## config.mk

```make
export PLATFORM = sky130hd
export DESIGN_NAME = windowed_watchdog_counter
export DESIGN_NICKNAME = d
export VERILOG_FILES = /design/src/rtl/wdg_pkg.sv /design/src/rtl/wdg_tick_if.sv /design/src/rtl/windowed_watchdog_counter.sv /design/src/rtl/wdg_prescaler.sv
export SDC_FILE = /design/constraint.sdc
export NUM_CORES = 1
export LEC_CHECK = 0
export ABC_AREA = 1
export BUFFER_PORTS_ARGS = -buffer_cell sky130_fd_sc_hd__buf_2
export CAP_MARGIN = 20
export CORE_MARGIN = 3
export CORE_UTILIZATION = 53
export CTS_CLUSTER_SIZE = 28
export DETAILED_ROUTE_END_ITERATION = 7
export PLACE_DENSITY = 0.87
export SLEW_MARGIN = 10
export SYNTH_ARGS = -nofsm -noshare
export SYNTH_HDL_FRONTEND = slang
export SYNTH_SLANG_ARGS = --single-unit
```

## constraint.sdc

```tcl
create_clock -name core_clk_in -period 1.9 [get_ports core_clk_in]
set_input_delay 0.38 -clock core_clk_in [delete_from_list [all_inputs] [get_ports core_clk_in]]
set_output_delay 0.38 -clock core_clk_in [all_outputs]
set_load 0.05 [all_outputs]
```

## src/rtl/wdg_pkg.sv

```systemverilog
// Constants, field layout and state type of the windowed watchdog counter.
// Assumes one 200 MHz core clock that also serves as the oscillator and CPU clock.
//
// Overview of operation
// RQ1 - A halt with the RTC interrupt enable and halt-reset option both 0 steps the counter once, then freezes it with no reset.
// RQ2 - An external interrupt that ends such a halt restarts counting after 256 or 4096 clocks.
// RQ3 - A reset that ends such a halt leaves the watchdog disabled in its reset state unless the hardware option is set.
// RQ4 - A halt with the RTC interrupt enable at 0 and the halt-reset option at 1 produces a reset.
// RQ5 - A halt with the RTC interrupt enable at 1 enters active halt with no reset and the counter held.
// RQ6 - An oscillator or external interrupt ending active halt restarts counting at once.
// RQ7 - A reset ending active halt restarts counting only after 256 or 4096 clocks.
// RQ8 - With the hardware option set the watchdog is always active and the activation bit is ignored.
// RQ9 - Software should reload the counter just before halting while the watchdog is enabled.
// RQ10 - The control register resets to 7Fh.
// RQ11 - The activation bit is set by software, cleared only by reset, and lets the watchdog reset the device.
// RQ12 - The counter steps down once every 16384 oscillator cycles from a free-running prescaler.
// RQ13 - An active watchdog whose counter steps from 40h to 3Fh starts a reset.
// RQ14 - Bits 6:0 read the counter and a write loads them.
// RQ15 - The counter keeps counting down while the watchdog is not activated.
// RQ16 - A write that leaves the watchdog active with bit 6 clear resets the device at once.
// RQ17 - The hardware and halt-reset options are static configuration inputs.

`default_nettype none

package wdg_pkg;
	localparam int unsigned CTRL_INDEX   = 32'h0000002A;
	localparam logic [7:0]  CTRL_ADDR    = 8'(CTRL_INDEX * 4);
	localparam int unsigned ACT_BIT      = 7;
	localparam int unsigned TOP_BIT      = 6;
	localparam int unsigned CNT_W        = 7;
	localparam logic [7:0]  CTRL_RESET   = 8'h7F;
	localparam logic [6:0]  TRIP_VALUE   = 7'h40;
	localparam int unsigned PRESCALE_DEF = 16384;
	localparam int unsigned WAKE_SHORT   = 256;
	localparam int unsigned WAKE_LONG    = 4096;
	localparam int unsigned WAKE_W       = 13;

	typedef enum logic [2:0] {
		s_run,
		s_halted,
		s_active_halt,
		s_wake
	} wdg_state_t;
endpackage

`default_nettype wire

```

## src/rtl/wdg_tick_if.sv

```systemverilog
// Tick carrier between the watchdog core and its prescaler.
// Assumes both ends run on the same core clock.

`timescale 1ns/1ps
`default_nettype none

interface wdg_tick_if;
	logic run;
	logic tick;
	modport gen  (input run, output tick);
	modport user (output run, input tick);
endinterface

`default_nettype wire

```

## src/rtl/windowed_watchdog_counter.sv

```systemverilog
// Watchdog with a 7-bit downcounter, reachable over an Avalon-MM slave.
// Assumes halt and wake strobes come from CPU logic on the same clock,
// and that a reset controller stretches the one-cycle reset request.
//
// Register access over Avalon-MM was chosen for this implementation.

`timescale 1ns/1ps
`default_nettype none

module windowed_watchdog_counter #(
	parameter int unsigned PRESCALE = wdg_pkg::PRESCALE_DEF
) (
	input  wire logic        core_clk_in,
	input  wire logic        nrst_in,
	input  wire logic [7:0]  avs_address_in,
	input  wire logic        avs_read_in,
	input  wire logic        avs_write_in,
	input  wire logic [31:0] avs_writedata_in,
	input  wire logic [3:0]  avs_byteenable_in,
	output logic      [31:0] avs_readdata_out,
	output logic             avs_waitrequest_out,
	input  wire logic        halt_exec_in,
	input  wire logic        rtc_irq_enable_in,
	input  wire logic        halt_reset_option_in,
	input  wire logic        hw_watchdog_in,
	input  wire logic        wake_long_in,
	input  wire logic        ext_irq_in,
	input  wire logic        osc_irq_in,
	output logic             wdg_reset_out,
	output logic             counting_out
);

	logic                    rst_s1;
	logic                    rst_n;
	logic                    ack_reg;
	logic                    ack_next;
	logic [31:0]             rdata_reg;
	logic [31:0]             rdata_next;
	logic                    wr_fire;
	logic [7:0]              wd;
	wdg_pkg::wdg_state_t     st_reg;
	wdg_pkg::wdg_state_t     st_next;
	logic [6:0]              cnt_reg;
	logic [6:0]              cnt_next;
	logic                    act_reg;
	logic                    act_next;
	logic [12:0]             dly_reg;
	logic [12:0]             dly_next;
	logic [12:0]             dly_last;
	logic                    fire_reg;
	logic                    fire_next;
	logic                    active;
	logic                    plain_halt;

	wdg_tick_if tick_bus ();

	function automatic logic is_ctrl(input logic [7:0] addr);
		return addr == wdg_pkg::CTRL_ADDR;
	endfunction

	// Reset release through two flops; assertion is still immediate
	always_ff @(posedge core_clk_in or negedge nrst_in) begin
		if (!nrst_in) begin
			rst_s1 <= 1'b0;
			rst_n  <= 1'b0;
		end else begin
			rst_s1 <= 1'b1;
			rst_n  <= rst_s1;
		end
	end

	wdg_prescaler #(
		.DIV       (PRESCALE)
	) u_prescaler (
		.clk_in    (core_clk_in),
		.rst_n_in  (rst_n),
		.tick_port (tick_bus)
	);

	// Bus slave: every access waits exactly one cycle
	assign avs_waitrequest_out = (avs_read_in | avs_write_in) & ~ack_reg;
	assign avs_readdata_out    = rdata_reg;
	assign wr_fire = avs_write_in & ack_reg & avs_byteenable_in[0] & is_ctrl(avs_address_in);
	assign wd      = avs_writedata_in[7:0];

	always_comb begin
		ack_next   = (avs_read_in | avs_write_in) & ~ack_reg;
		rdata_next = rdata_reg;
		if (avs_read_in & ~ack_reg) begin
			rdata_next = 32'h00000000;
			if (is_ctrl(avs_address_in)) begin
				rdata_next[7:0] = {act_reg, cnt_reg}; // RQ14
			end
		end
	end

	always_ff @(posedge core_clk_in or negedge rst_n) begin
		if (!rst_n) begin
			ack_reg   <= 1'b0;
			rdata_reg <= 32'h00000000;
		end else begin
			ack_reg   <= ack_next;
			rdata_reg <= rdata_next;
		end
	end

	// Option inputs are read live and assumed static while running
	assign active     = act_reg | hw_watchdog_in; // RQ8 RQ17
	assign plain_halt = ~rtc_irq_enable_in & ~halt_reset_option_in;
	assign dly_last   = wake_long_in ? 13'(wdg_pkg::WAKE_LONG - 1)
	                                 : 13'(wdg_pkg::WAKE_SHORT - 1);
	assign tick_bus.run = (st_reg == wdg_pkg::s_run);
	assign counting_out = (st_reg == wdg_pkg::s_run);
	assign wdg_reset_out = fire_reg;

	always_comb begin
		st_next   = st_reg;
		cnt_next  = cnt_reg;
		act_next  = act_reg;
		dly_next  = dly_reg;
		fire_next = 1'b0;
		case (st_reg)
			wdg_pkg::s_run: begin
				if (tick_bus.tick) begin
					cnt_next = cnt_reg - 7'h01; // RQ12 RQ15
					if (active && cnt_reg == wdg_pkg::TRIP_VALUE) begin
						fire_next = 1'b1; // RQ13
					end
				end
				if (halt_exec_in) begin
					if (rtc_irq_enable_in) begin
						st_next  = wdg_pkg::s_active_halt; // RQ5
						cnt_next = cnt_reg;
						// Held counter never reaches 3Fh, so a coinciding trip is dropped
						fire_next = 1'b0;
					end else if (halt_reset_option_in) begin
						fire_next = 1'b1; // RQ4
					end else begin
						// The single step may pass 40h; it never trips here
						st_next   = wdg_pkg::s_halted; // RQ1
						cnt_next  = cnt_reg - 7'h01;
						fire_next = 1'b0;
					end
				end
			end
			wdg_pkg::s_halted: begin
				if (ext_irq_in) begin
					st_next  = wdg_pkg::s_wake; // RQ2
					dly_next = 13'h0000;
				end
			end
			wdg_pkg::s_active_halt: begin
				if (osc_irq_in | ext_irq_in) begin
					st_next = wdg_pkg::s_run; // RQ6
				end
			end
			wdg_pkg::s_wake: begin
				if (dly_reg >= dly_last) begin
					st_next = wdg_pkg::s_run; // RQ2 RQ7
				end else begin
					dly_next = dly_reg + 13'h0001;
				end
			end
			default: begin
				st_next = wdg_pkg::s_run;
			end
		endcase
		// A refresh load wins over a tick's decrement in the same cycle; that tick's trip still fires
		if (wr_fire) begin
			act_next = act_reg | wd[wdg_pkg::ACT_BIT]; // RQ11
			cnt_next = wd[6:0]; // RQ14
			if ((wd[wdg_pkg::ACT_BIT] | active) && !wd[wdg_pkg::TOP_BIT]) begin
				fire_next = 1'b1; // RQ16
			end
		end
	end

	// Every reset restarts through the wake delay with activation cleared
	always_ff @(posedge core_clk_in or negedge rst_n) begin
		if (!rst_n) begin
			st_reg   <= wdg_pkg::s_wake; // RQ3 RQ7
			cnt_reg  <= wdg_pkg::CTRL_RESET[6:0]; // RQ10
			act_reg  <= wdg_pkg::CTRL_RESET[7];
			dly_reg  <= 13'h0000;
			fire_reg <= 1'b0;
		end else begin
			st_reg   <= st_next;
			cnt_reg  <= cnt_next;
			act_reg  <= act_next;
			dly_reg  <= dly_next;
			fire_reg <= fire_next;
		end
	end

	logic [12:0] wake_len;

	always_ff @(posedge core_clk_in or negedge rst_n) begin
		if (!rst_n) begin
			wake_len <= 13'h0000;
		end else if (st_reg == wdg_pkg::s_wake) begin
			wake_len <= wake_len + 13'h0001;
		end else begin
			wake_len <= 13'h0000;
		end
	end
endmodule // windowed_watchdog_counter

`default_nettype wire

```

## src/rtl/wdg_prescaler.sv

```systemverilog
// Free-running prescaler that emits one tick every DIV cycles while allowed to run.
// Assumes DIV of at least 16 and a reset already synchronised to clk_in.

`timescale 1ns/1ps
`default_nettype none

module wdg_prescaler #(
	parameter int unsigned DIV = wdg_pkg::PRESCALE_DEF
) (
	input  wire logic  clk_in,
	input  wire logic  rst_n_in,
	wdg_tick_if.gen    tick_port
);
	localparam int unsigned W = $clog2(DIV);
	localparam logic [W-1:0] LAST = W'(DIV - 1);

	logic [W-1:0] div_reg;
	logic [W-1:0] div_next;
	logic         tick_reg;
	logic         tick_next;

	// Frozen rather than cleared when stopped, so a resume keeps the old phase
	always_comb begin
		div_next  = div_reg;
		tick_next = 1'b0;
		if (tick_port.run) begin
			if (div_reg == LAST) begin // RQ12
				div_next  = '0;
				tick_next = 1'b1;
			end else begin
				div_next = div_reg + 1'b1;
			end
		end
	end

	always_ff @(posedge clk_in or negedge rst_n_in) begin
		if (!rst_n_in) begin
			div_reg  <= '0;
			tick_reg <= 1'b0;
		end else begin
			div_reg  <= div_next;
			tick_reg <= tick_next;
		end
	end

	assign tick_port.tick = tick_reg;
endmodule // wdg_prescaler

`default_nettype wire

```

==> results of run 1 <==
## layout make-up
type	instances	share of cell area
multi-input combinational	355	0.460
timing repair buffer	52	0.0845
inverter	53	0.0542
tap	75	0.0255
clock buffer	5	0.0187
clock inverter	3	0.0123
sequential	50	0.344
## synth_stat cells (all sizes together)
cell type  number  area [um2]
a21oi           5        25.0
a31oi           1        6.26
and2            1        6.26
buf            28         209
clkbuf          3        11.3
clkinv          1        3.75
conb            2        7.51
dfrtp          41        1030
dfstp           9         236
ha              8         100
inv            52         195
nand2         135         512
nand3          39         208
nand4          14        93.8
nor2           66         263
nor3            8        40.0
o211ai          4        30.0
o21ai          30         150
o21bai          6        45.0
or2             1        6.26
xnor2           3        26.3
xor2            9        78.8
## timing repair
action / 4_1_cts / 5_1_grt
endpoints found under the setup margin: 0 / 13
setup buffers: 0 / 0
hold endpoints to repair: 2 / 0
resized for setup: 0 / 3
hold buffers: 1 / 0
## report_power, final
group          internal, mW  switching, mW  total (mW)
logic                 0.437          0.974        1.41
registers              1.33          0.224        1.56
clock network         0.392          0.367       0.759
## layout by cell type, fill, tap and decap left out
master | synthesis | final
nand4_1 | 13 | 13
nand4_2 | 1 | 1
a31oi_1 | 1 | 1
inv_2 | 4 | 4
conb_1 | 2 | 25
buf_2 | 2 | 38
or2_2 | 1 | 1
nand3_4 | 1 | 1
nor3_1 | 8 | 8
clkinvlp_4 | 0 | 2
inv_1 | 48 | 48
xor2_1 | 9 | 9
clkinv_1 | 1 | 1
nor2_1 | 62 | 61
nand2_4 | 0 | 1
o21bai_1 | 6 | 6
nand3_1 | 38 | 38
dfstp_2 | 9 | 9
dlygate4sd3_1 | 0 | 1
o21ai_0 | 26 | 26
ha_1 | 8 | 8
and2_1 | 1 | 1
nand2_1 | 133 | 133
nor2_4 | 1 | 1
nand2_2 | 2 | 1
buf_4 | 25 | 12
clkbuf_8 | 0 | 5
bufinv_16 | 0 | 1
dfrtp_2 | 0 | 2
buf_12 | 0 | 1
a21oi_1 | 5 | 5
o211ai_1 | 4 | 4
o21ai_1 | 4 | 4
nor2_2 | 3 | 4
dfrtp_1 | 41 | 39
xnor2_1 | 3 | 3
## metrics by stage
stage | std cells | setup TNS, ns
after floorplan | 489 | 0
after global placement | 584 | 0
after detailed placement | 584 | -0.0169
after CTS | 593 | 0
after global routing | 593 | 0
final | 593 | 0
## metal layers
metal  global-route usage  vias to the layer above  wire length, um
met3               0.0304                       21              469
met2                0.374                      127             3780
li1                     -                     1532                -
met4               0.0734                        0              156
met5                    0                        -                0
met1                0.270                     1432             3050
## final timing paths
check                                    startpoint                   to  cells after the start  slack [ns]
worst min-delay path                          rst_n  avs_readdata_out[2]                      0        0.27
min in group core_clk_in        avs_writedata_in[7]              act_reg                      3        0.31
worst max register to register          dly_reg[11]            st_reg[0]                     11        0.12
worst max-delay path                      st_reg[1]         counting_out                      3        0.09
worst min register to register                rst_n  avs_readdata_out[2]                      0        0.27
max in group asynchronous                     rst_n            st_reg[0]                      1        1.02
## cells by family (layout without fill, tap and decap cells)
logic type               count (synthesis)  count (layout)  synth area share
AND/OR/NAND/NOR                        264             264             0.344
buffers and inverters                   84             113             0.128
flip-flops                              50              50             0.385
AO/OA/AOI/OAI                           46              46            0.0782
XOR/XNOR                                12              12            0.0321
adder cells (fa/ha/maj)                  8               8            0.0305
other                                    2              25           0.00229
==> results_dict.tcl, run 1 <==
set metrics [dict create \
    relSlewSlack 0.621 \
    cts_buffers 5 \
    drtIter0Drc 293 \
    fin_crit_ns 1.81 \
    layout.nets 580 \
    worstSetupStartpointType "register" \
    ctsLongestPathBuffers 2 \
    fin_hold_ws_ns 0.271 \
    outcome "complete, no violations" \
    final-setup-viol-count 0 \
    wl_um 7460 \
    cts.htree.levels 2 \
    syn_to_final_growth_pct 12.0 \
    first_pass_iters 6 \
    hold_viol_final 0 \
    p_leak_nw 1.88 \
    skew_ns 0.0133 \
    fp.dieH_um 84.7 \
    fillers 531 \
    rsz0062_at_grt "false" \
    critPathCaptureType "primary output" \
    yosysWarnings 0 \
    synthesis.area_um2 3280 \
    row_count 28 \
    core_um2 5960 \
    grt_pass1_wl_um 12600 \
    drc 0 \
    ant_nets 0 \
    synthCells 466 \
    grt_pass1_vias 2961 \
    regArea_um2 1260 \
    tightest_slew_ns 0.569 \
    place_area_um2 3540 \
    maxCapViolations 0 \
    critical_path.max_fanout 9 \
    wire_per_inst_um 12.6 \
    setup_slack_ns 0.0907 \
    grt_use_total 0.214 \
    clock-root-buffer "clkbuf_8" \
    overflow 0 \
    post-place-ws_ns -0.00752 \
    crit_chain "nor2_1 -> buf_4 -> buf_2" \
    viasPerCell 5.25 \
    ir_drop_uv 587 \
    cpLargestDelayFamily "buffers and inverters" \
    vias 3112 \
    max_stage_delay_ns 0.40 \
    yosysSeqAreaShare 0.385 \
    fmax_mhz 553 \
    ios 90 \
    path_buf_inv 2 \
    final_core_util 0.617 \
    fin_area_um2 3670 \
    final_max_slew_viol_count 0 \
    start_util 0.551 \
    largest_reg_flops 14 \
    critPathKind "register to primary output" \
    antenna_found_initial 0 \
    critPathRequiredTime_ns 1.52 \
    worstSkewPairLatency_ns 0.31 \
    critPathArrivalTime_ns 1.43 \
    ys_types 31 \
    fin_total_pwr_mw 3.73 \
    die_x_um 84.7 \
    hold_path_class "register to async pin" \
    port_buffers 38 \
    drive_above_1_share 0.162 \
    routabilityCongestion 0.978 \
    cts_tree "yes" \
    ys_ff_latch 50 \
    cpMaxStageDelayCell "dfstp_2" \
    cellPowerDensity_nw_per_um2 1010 \
    clkTransAtPathRegs_ns 0.09 \
    grt_max_degree 26 \
    fin_crit_sh 0.952 \
    syn_avg_cell_area_um2 7.04 \
    diodes 0 \
    dieArea_um2 7170 \
    dp_hpwl_um 5730 \
    clock_sinks 50 \
    multi_input_area_um2 1690 \
]
No activity file was read; power rests on OpenSTA's default activity.
==> run 2, diff against run 1 <==
==> constraint.sdc (replaced) <==
create_clock -name core_clk_in -period 1.9 [get_ports core_clk_in]
set_input_delay 0 -clock core_clk_in [delete_from_list [all_inputs] [get_ports core_clk_in]]
set_output_delay 0 -clock core_clk_in [all_outputs]
set_load 0.05 [all_outputs]
==> run 2 against run 1 <==
Effect of this change: clock-buffer cell count stayed put; sequential share of layout area decreased by 1.0 points; clock power decreased by 1%; via count grew 0.80%; die area unchanged; core utilization increased by 1.8 points; critical path type is now register to register.
==> results_dict.tcl, run 2 (synthesized netlist as in run 1, its figures left out) <==
set metrics [dict create \
    tightest_slew_ns 0.600 \
    fmax_mhz 592 \
    place_area_um2 3540 \
    first_pass_iters 5 \
    fin_crit_ns 1.69 \
    sequentialPowerShare 0.418 \
    start_util 0.551 \
    diodes 0 \
    reg2reg_depth 11 \
    grt_use_total 0.215 \
    drive_above_1_share 0.155 \
    p_leak_nw 1.93 \
    ios 90 \
    critical_path.max_fanout 8 \
    skew_ns 0.00839 \
    r2r-end "st_reg[0]" \
    switchingPower_mw 1.54 \
    clock-root-buffer "clkbuf_8" \
    cts_buffers 5 \
    swShare 0.415 \
    port_buffers 38 \
    grt_pass1_wl_um 12800 \
    cpMaxStageDelayCell "dfrtp_1" \
    fillers 508 \
    p_comb_frac 0.380 \
    dieArea_um2 7170 \
    clock_sinks 50 \
    max_stage_delay_ns 0.45 \
    critPathKind "register to register" \
    rsz0062_at_grt "false" \
    postCtsSetupRepairBufs 0 \
    finalSetupTns_ns 0 \
    hold_path_class "input pin to register" \
    drtIter0Drc 236 \
    clkTransAtPathRegs_ns 0.10 \
    final_max_slew_viol_count 0 \
    row_count 28 \
    cellPowerDensity_nw_per_um2 984 \
    instances_no_fill 604 \
    wire_per_inst_um 12.4 \
    p_int_mw 2.17 \
    largest_reg_flops 14 \
    worstSetupStartpointType "register" \
    fin_total_pwr_mw 3.72 \
    routabilityCongestion 0.941 \
    critPathCaptureType "register" \
    worstSkewPairLatency_ns 0.30 \
    hold_depth 5 \
    clkPwrFrac 0.202 \
    critPathArrivalTime_ns 1.93 \
    overflow 0 \
    antenna_found_initial 0 \
    ctsLongestPathBuffers 2 \
    dp_hpwl_um 5580 \
    hold-path-endpoint "cnt_reg[2]" \
    layout.nets 591 \
    relSlewSlack 0.600 \
    regToRegSetupSlack_ns 0.21 \
    hold_viol_final 0 \
    final_cell_mix "nand2_1, nor2_1, inv_1" \
    min_from "avs_writedata_in[2]" \
    outcome "complete, no violations" \
    fin_area_um2 3780 \
    grt_max_degree 26 \
    critPathRequiredTime_ns 2.14 \
    final-setup-viol-count 0 \
    maxCapViolations 0 \
    vias 3137 \
    crit_chain "ha_1 -> nand2_1 -> nor2_1 -> nand2_1 -> nor2_1 -> nand2_1 -> nand3_4 -> buf_4 -> nand2_1 -> nand2_1 -> nand2_1" \
    fp.dieH_um 84.7 \
    ir_drop_uv 590 \
    cts_tree "yes" \
    fin_crit_sh 0.889 \
    wl_um 7460 \
    regToRegStartpoint "dly_reg[8]" \
    die_x_um 84.7 \
    cts.htree.levels 2 \
    grt_pass1_vias 3020 \
    viasPerCell 5.19 \
    path_common_cell "nand2_1" \
    placedCellCount 584 \
    core_um2 5960 \
    layout_commonest_cell "nand2_1" \
    ant_nets 0 \
    drc 0 \
    syn_to_final_growth_pct 15.3 \
    final_core_util 0.635 \
]
## run 2: how the worst max path moves through the flow
stage                     start           to  slack (ns)  cells past startpoint
CTS                  dly_reg[8]   dly_reg[7]        0.16                     10
global route        dly_reg[11]    st_reg[0]        0.03                     11
global placement    dly_reg[11]  dly_reg[10]        0.23                     10
floorplan           dly_reg[10]   dly_reg[2]        0.26                     11
detailed placement   dly_reg[8]   dly_reg[7]        0.18                     10
finish               dly_reg[8]    st_reg[0]        0.21                     11
## run 2: area by class of cell
class	instances	area, um2	area share
multi-input cells	355	1690	0.447
repair buffers	63	420	0.111
clock buffers	5	68.8	0.0182
clock inverters	3	45.0	0.0119
flip-flops and latches	50	1260	0.334
well taps	75	93.8	0.0248
inverters	53	199	0.0526
## run 2: per-layer routing
layer | track usage | wire length (um)
met5 | 0 | 0
met4 | 0.0705 | 115
met3 | 0.0393 | 405
met2 | 0.369 | 3860
met1 | 0.274 | 3090
## run 2: power groups by stage
stage	Combinational (mW)	Clock, mW	Sequential (mW)
finish	1.41	0.751	1.55
floorplan	1.06	0	1.54
CTS	1.39	0.770	1.55
detailed placement	1.36	0	1.57
global route	1.59	0.813	1.59
global placement	1.31	0	1.56
## run 2: timing repair
action,CTS,global route
resized for setup,0,1
hold buffers,12,0
endpoints found under the setup margin,0,7
endpoints found under the hold margin,10,0
## run 2: critical path: cells and delay by family, from the launching register on
family	cells	cell delay, ns
adder cells (fa/ha/maj)	1	0.30
flip-flops	1	0.45
buffers and inverters	1	0.17
AND/OR/NAND/NOR	9	0.70
## run 2: per-stage QoR
| stage | hold WS, ns | setup slack (ns) |
|---|---|---|
| final | 0.0106 | 0.210 |
| after global routing | 0.0307 | 0.0264 |
| after CTS | 0.00242 | 0.161 |
| after detailed placement | -0.215 | 0.185 |
| after global placement | -0.217 | 0.233 |
| after floorplan | -0.296 | 0.264 |
==> run 3, diff against run 2 <==
--- a/config.mk
+++ b/config.mk
@@ -11,4 +11,5 @@
 export CORE_MARGIN = 3
 export CORE_UTILIZATION = 53
+export CTS_CLUSTER_DIAMETER = 200
 export CTS_CLUSTER_SIZE = 28
 export DETAILED_ROUTE_END_ITERATION = 7
==> constraint.sdc (replaced) <==
create_clock -name core_clk_in -period 1.9 [get_ports core_clk_in]
set_input_delay 0.285 -clock core_clk_in [delete_from_list [all_inputs] [get_ports core_clk_in]]
set_output_delay 0.285 -clock core_clk_in [all_outputs]
set_load 0.05 [all_outputs]
==> run 3 against run 2 <==
Effect of this change: fmax is 4.3% lower; combinational power about the same; clock skew down 0.0012 ns; clock power rose by 19%; clock-buffer cell count unchanged; flip-flop and latch count unchanged; die area unchanged; non-clock buffer count shrank 8; critical path depth fell by 1; sequential power hardly changed; routed wire length fell by 2.7%; largest cell class unchanged.
==> results_dict.tcl, run 3 (synthesized netlist as in run 1, its figures left out) <==
set metrics [dict create \
    crit_chain "ha_1 -> nand2_1 -> nor2_2 -> nand2_1 -> nor2_1 -> nand2_1 -> nand3_4 -> nand2_4 -> nand2_1 -> nand2_1" \
    layout_commonest_cell "nand2_1" \
    cts.htree.levels 2 \
    largest_reg_flops 14 \
    drive_above_1_share 0.167 \
    start_util 0.551 \
    dieArea_um2 7170 \
    worstSetupStartpointType "register" \
    fp.dieH_um 84.7 \
    final_max_slew_viol_count 0 \
    fin_crit_ns 1.77 \
    fin_hold_ws_ns 0.229 \
    diodes 0 \
    final-setup-viol-count 0 \
    fmax_mhz 566 \
    vias 3095 \
    cpLargestDelayFamily "simple AND/OR/NAND/NOR gates" \
    drtIter0Drc 271 \
    critPathKind "register to register" \
    placedCellCount 584 \
    maxCapViolations 0 \
    overflow 0 \
    clock_sinks 50 \
    syn_to_final_growth_pct 13.5 \
    skew_ns 0.00723 \
    grt_pass1_wl_um 12300 \
    critPathCaptureType "register" \
    cts_tree "yes" \
    outcome "complete, no violations" \
    fin_crit_sh 0.929 \
    layout.nets 583 \
    antenna_found_initial 0 \
    ctsLongestPathBuffers 2 \
    p_leak_nw 1.91 \
    routabilityCongestion 0.952 \
    drc 0 \
    cpMaxStageDelayCell "dfrtp_2" \
    place_area_um2 3540 \
    path_buf_inv 0 \
    ios 90 \
    clock-root-buffer "clkbuf_8" \
    core_um2 5960 \
    instances_no_fill 596 \
    grt_pass1_vias 2848 \
    clkTransAtPathRegs_ns 0.10 \
    hold_viol_final 0 \
    cts_buffers 5 \
    final_cell_mix "nand2_1, nor2_1, inv_1" \
    critPathArrivalTime_ns 1.97 \
    wire_per_inst_um 12.2 \
    ant_nets 0 \
    die_x_um 84.7 \
    port_buffers 38 \
    row_count 28 \
    tightest_slew_ns 0.512 \
    path_common_cell "nand2_1" \
    cellPowerDensity_nw_per_um2 1030 \
    fin_total_pwr_mw 3.84 \
    rsz0062_at_grt "true" \
    first_pass_iters 5 \
    max_stage_delay_ns 0.45 \
    worstSkewPairLatency_ns 0.31 \
    viasPerCell 5.19 \
    critPathRequiredTime_ns 2.11 \
    hold_path_class "input pin to register" \
    ir_drop_uv 901 \
    critical_path.max_fanout 12 \
    grt_use_total 0.207 \
    relSlewSlack 0.658 \
    grt_max_degree 28 \
    dp_hpwl_um 5530 \
    wl_um 7260 \
    fin_area_um2 3720 \
]
run 3: worst reg2reg max path, stage by stage (launching register included):
cell and delay, ns:
dfrtp_2 0.45, ha_1 0.32, nand2_1 0.07, nor2_2 0.14, nand2_1 0.06, nor2_1 0.09, nand2_1 0.11, nand3_4 0.14
nand2_4 0.12, nand2_1 0.11, nand2_1 0.05
run 3: final timing paths:
| kind | start | endpoint | slack (ns) | cells past startpoint |
|---|---|---|---|---|
| worst max-delay path | dly_reg[11] | dly_reg[12] | 0.13 | 10 |
| worst min-delay path | avs_writedata_in[7] | act_reg | 0.23 | 3 |
| worst max register to register | dly_reg[11] | dly_reg[12] | 0.13 | 10 |
| worst min register to register | rst_n | avs_readdata_out[5] | 0.25 | 0 |
| max in group asynchronous | rst_n | st_reg[0] | 1.05 | 1 |
| min in group asynchronous | rst_n | avs_readdata_out[5] | 0.25 | 0 |
run 3: per-layer routing:
layer / track usage / wire length, um / vias to the layer above
met1: 0.259 / 2990 / 1445
met4: 0.0561 / 131 / 0
met2: 0.367 / 3720 / 93
met3: 0.0373 / 423 / 15
li1: - / - / 1542
met5: 0 / 0 / -
run 3: repair_timing:
item,4_1_cts,5_1_grt
hold endpoints to repair,2,0
hold buffers,1,0
setup buffers,0,3
gates resized for setup,0,4
endpoints found under the setup margin,0,13
run 3: cell type report:
type,count,area (um2)
fillers,517,2230
multi-input cells,355,1690
flip-flops and latches,50,1260
repair buffers,55,337
inverters,53,199
well taps,75,93.8
clock buffers,5,68.8
clock inverters,3,68.8
run 3: per-stage QoR:
stage | setup TNS (ns) | worst slack [ns] | util
global route | -0.0279 | -0.0209 | 0.625
CTS | 0 | 0.0126 | 0.619
floorplan | 0 | 0.264 | -
detailed placement | 0 | 0.0429 | 0.595
global placement | 0 | 0.112 | 0.595
finish | 0 | 0.135 | 0.625
run 3: where the power goes:
part	switching (mW)	internal (mW)
logic	0.934	0.442
clock network	0.369	0.527
registers	0.240	1.33
total	1.54	2.30
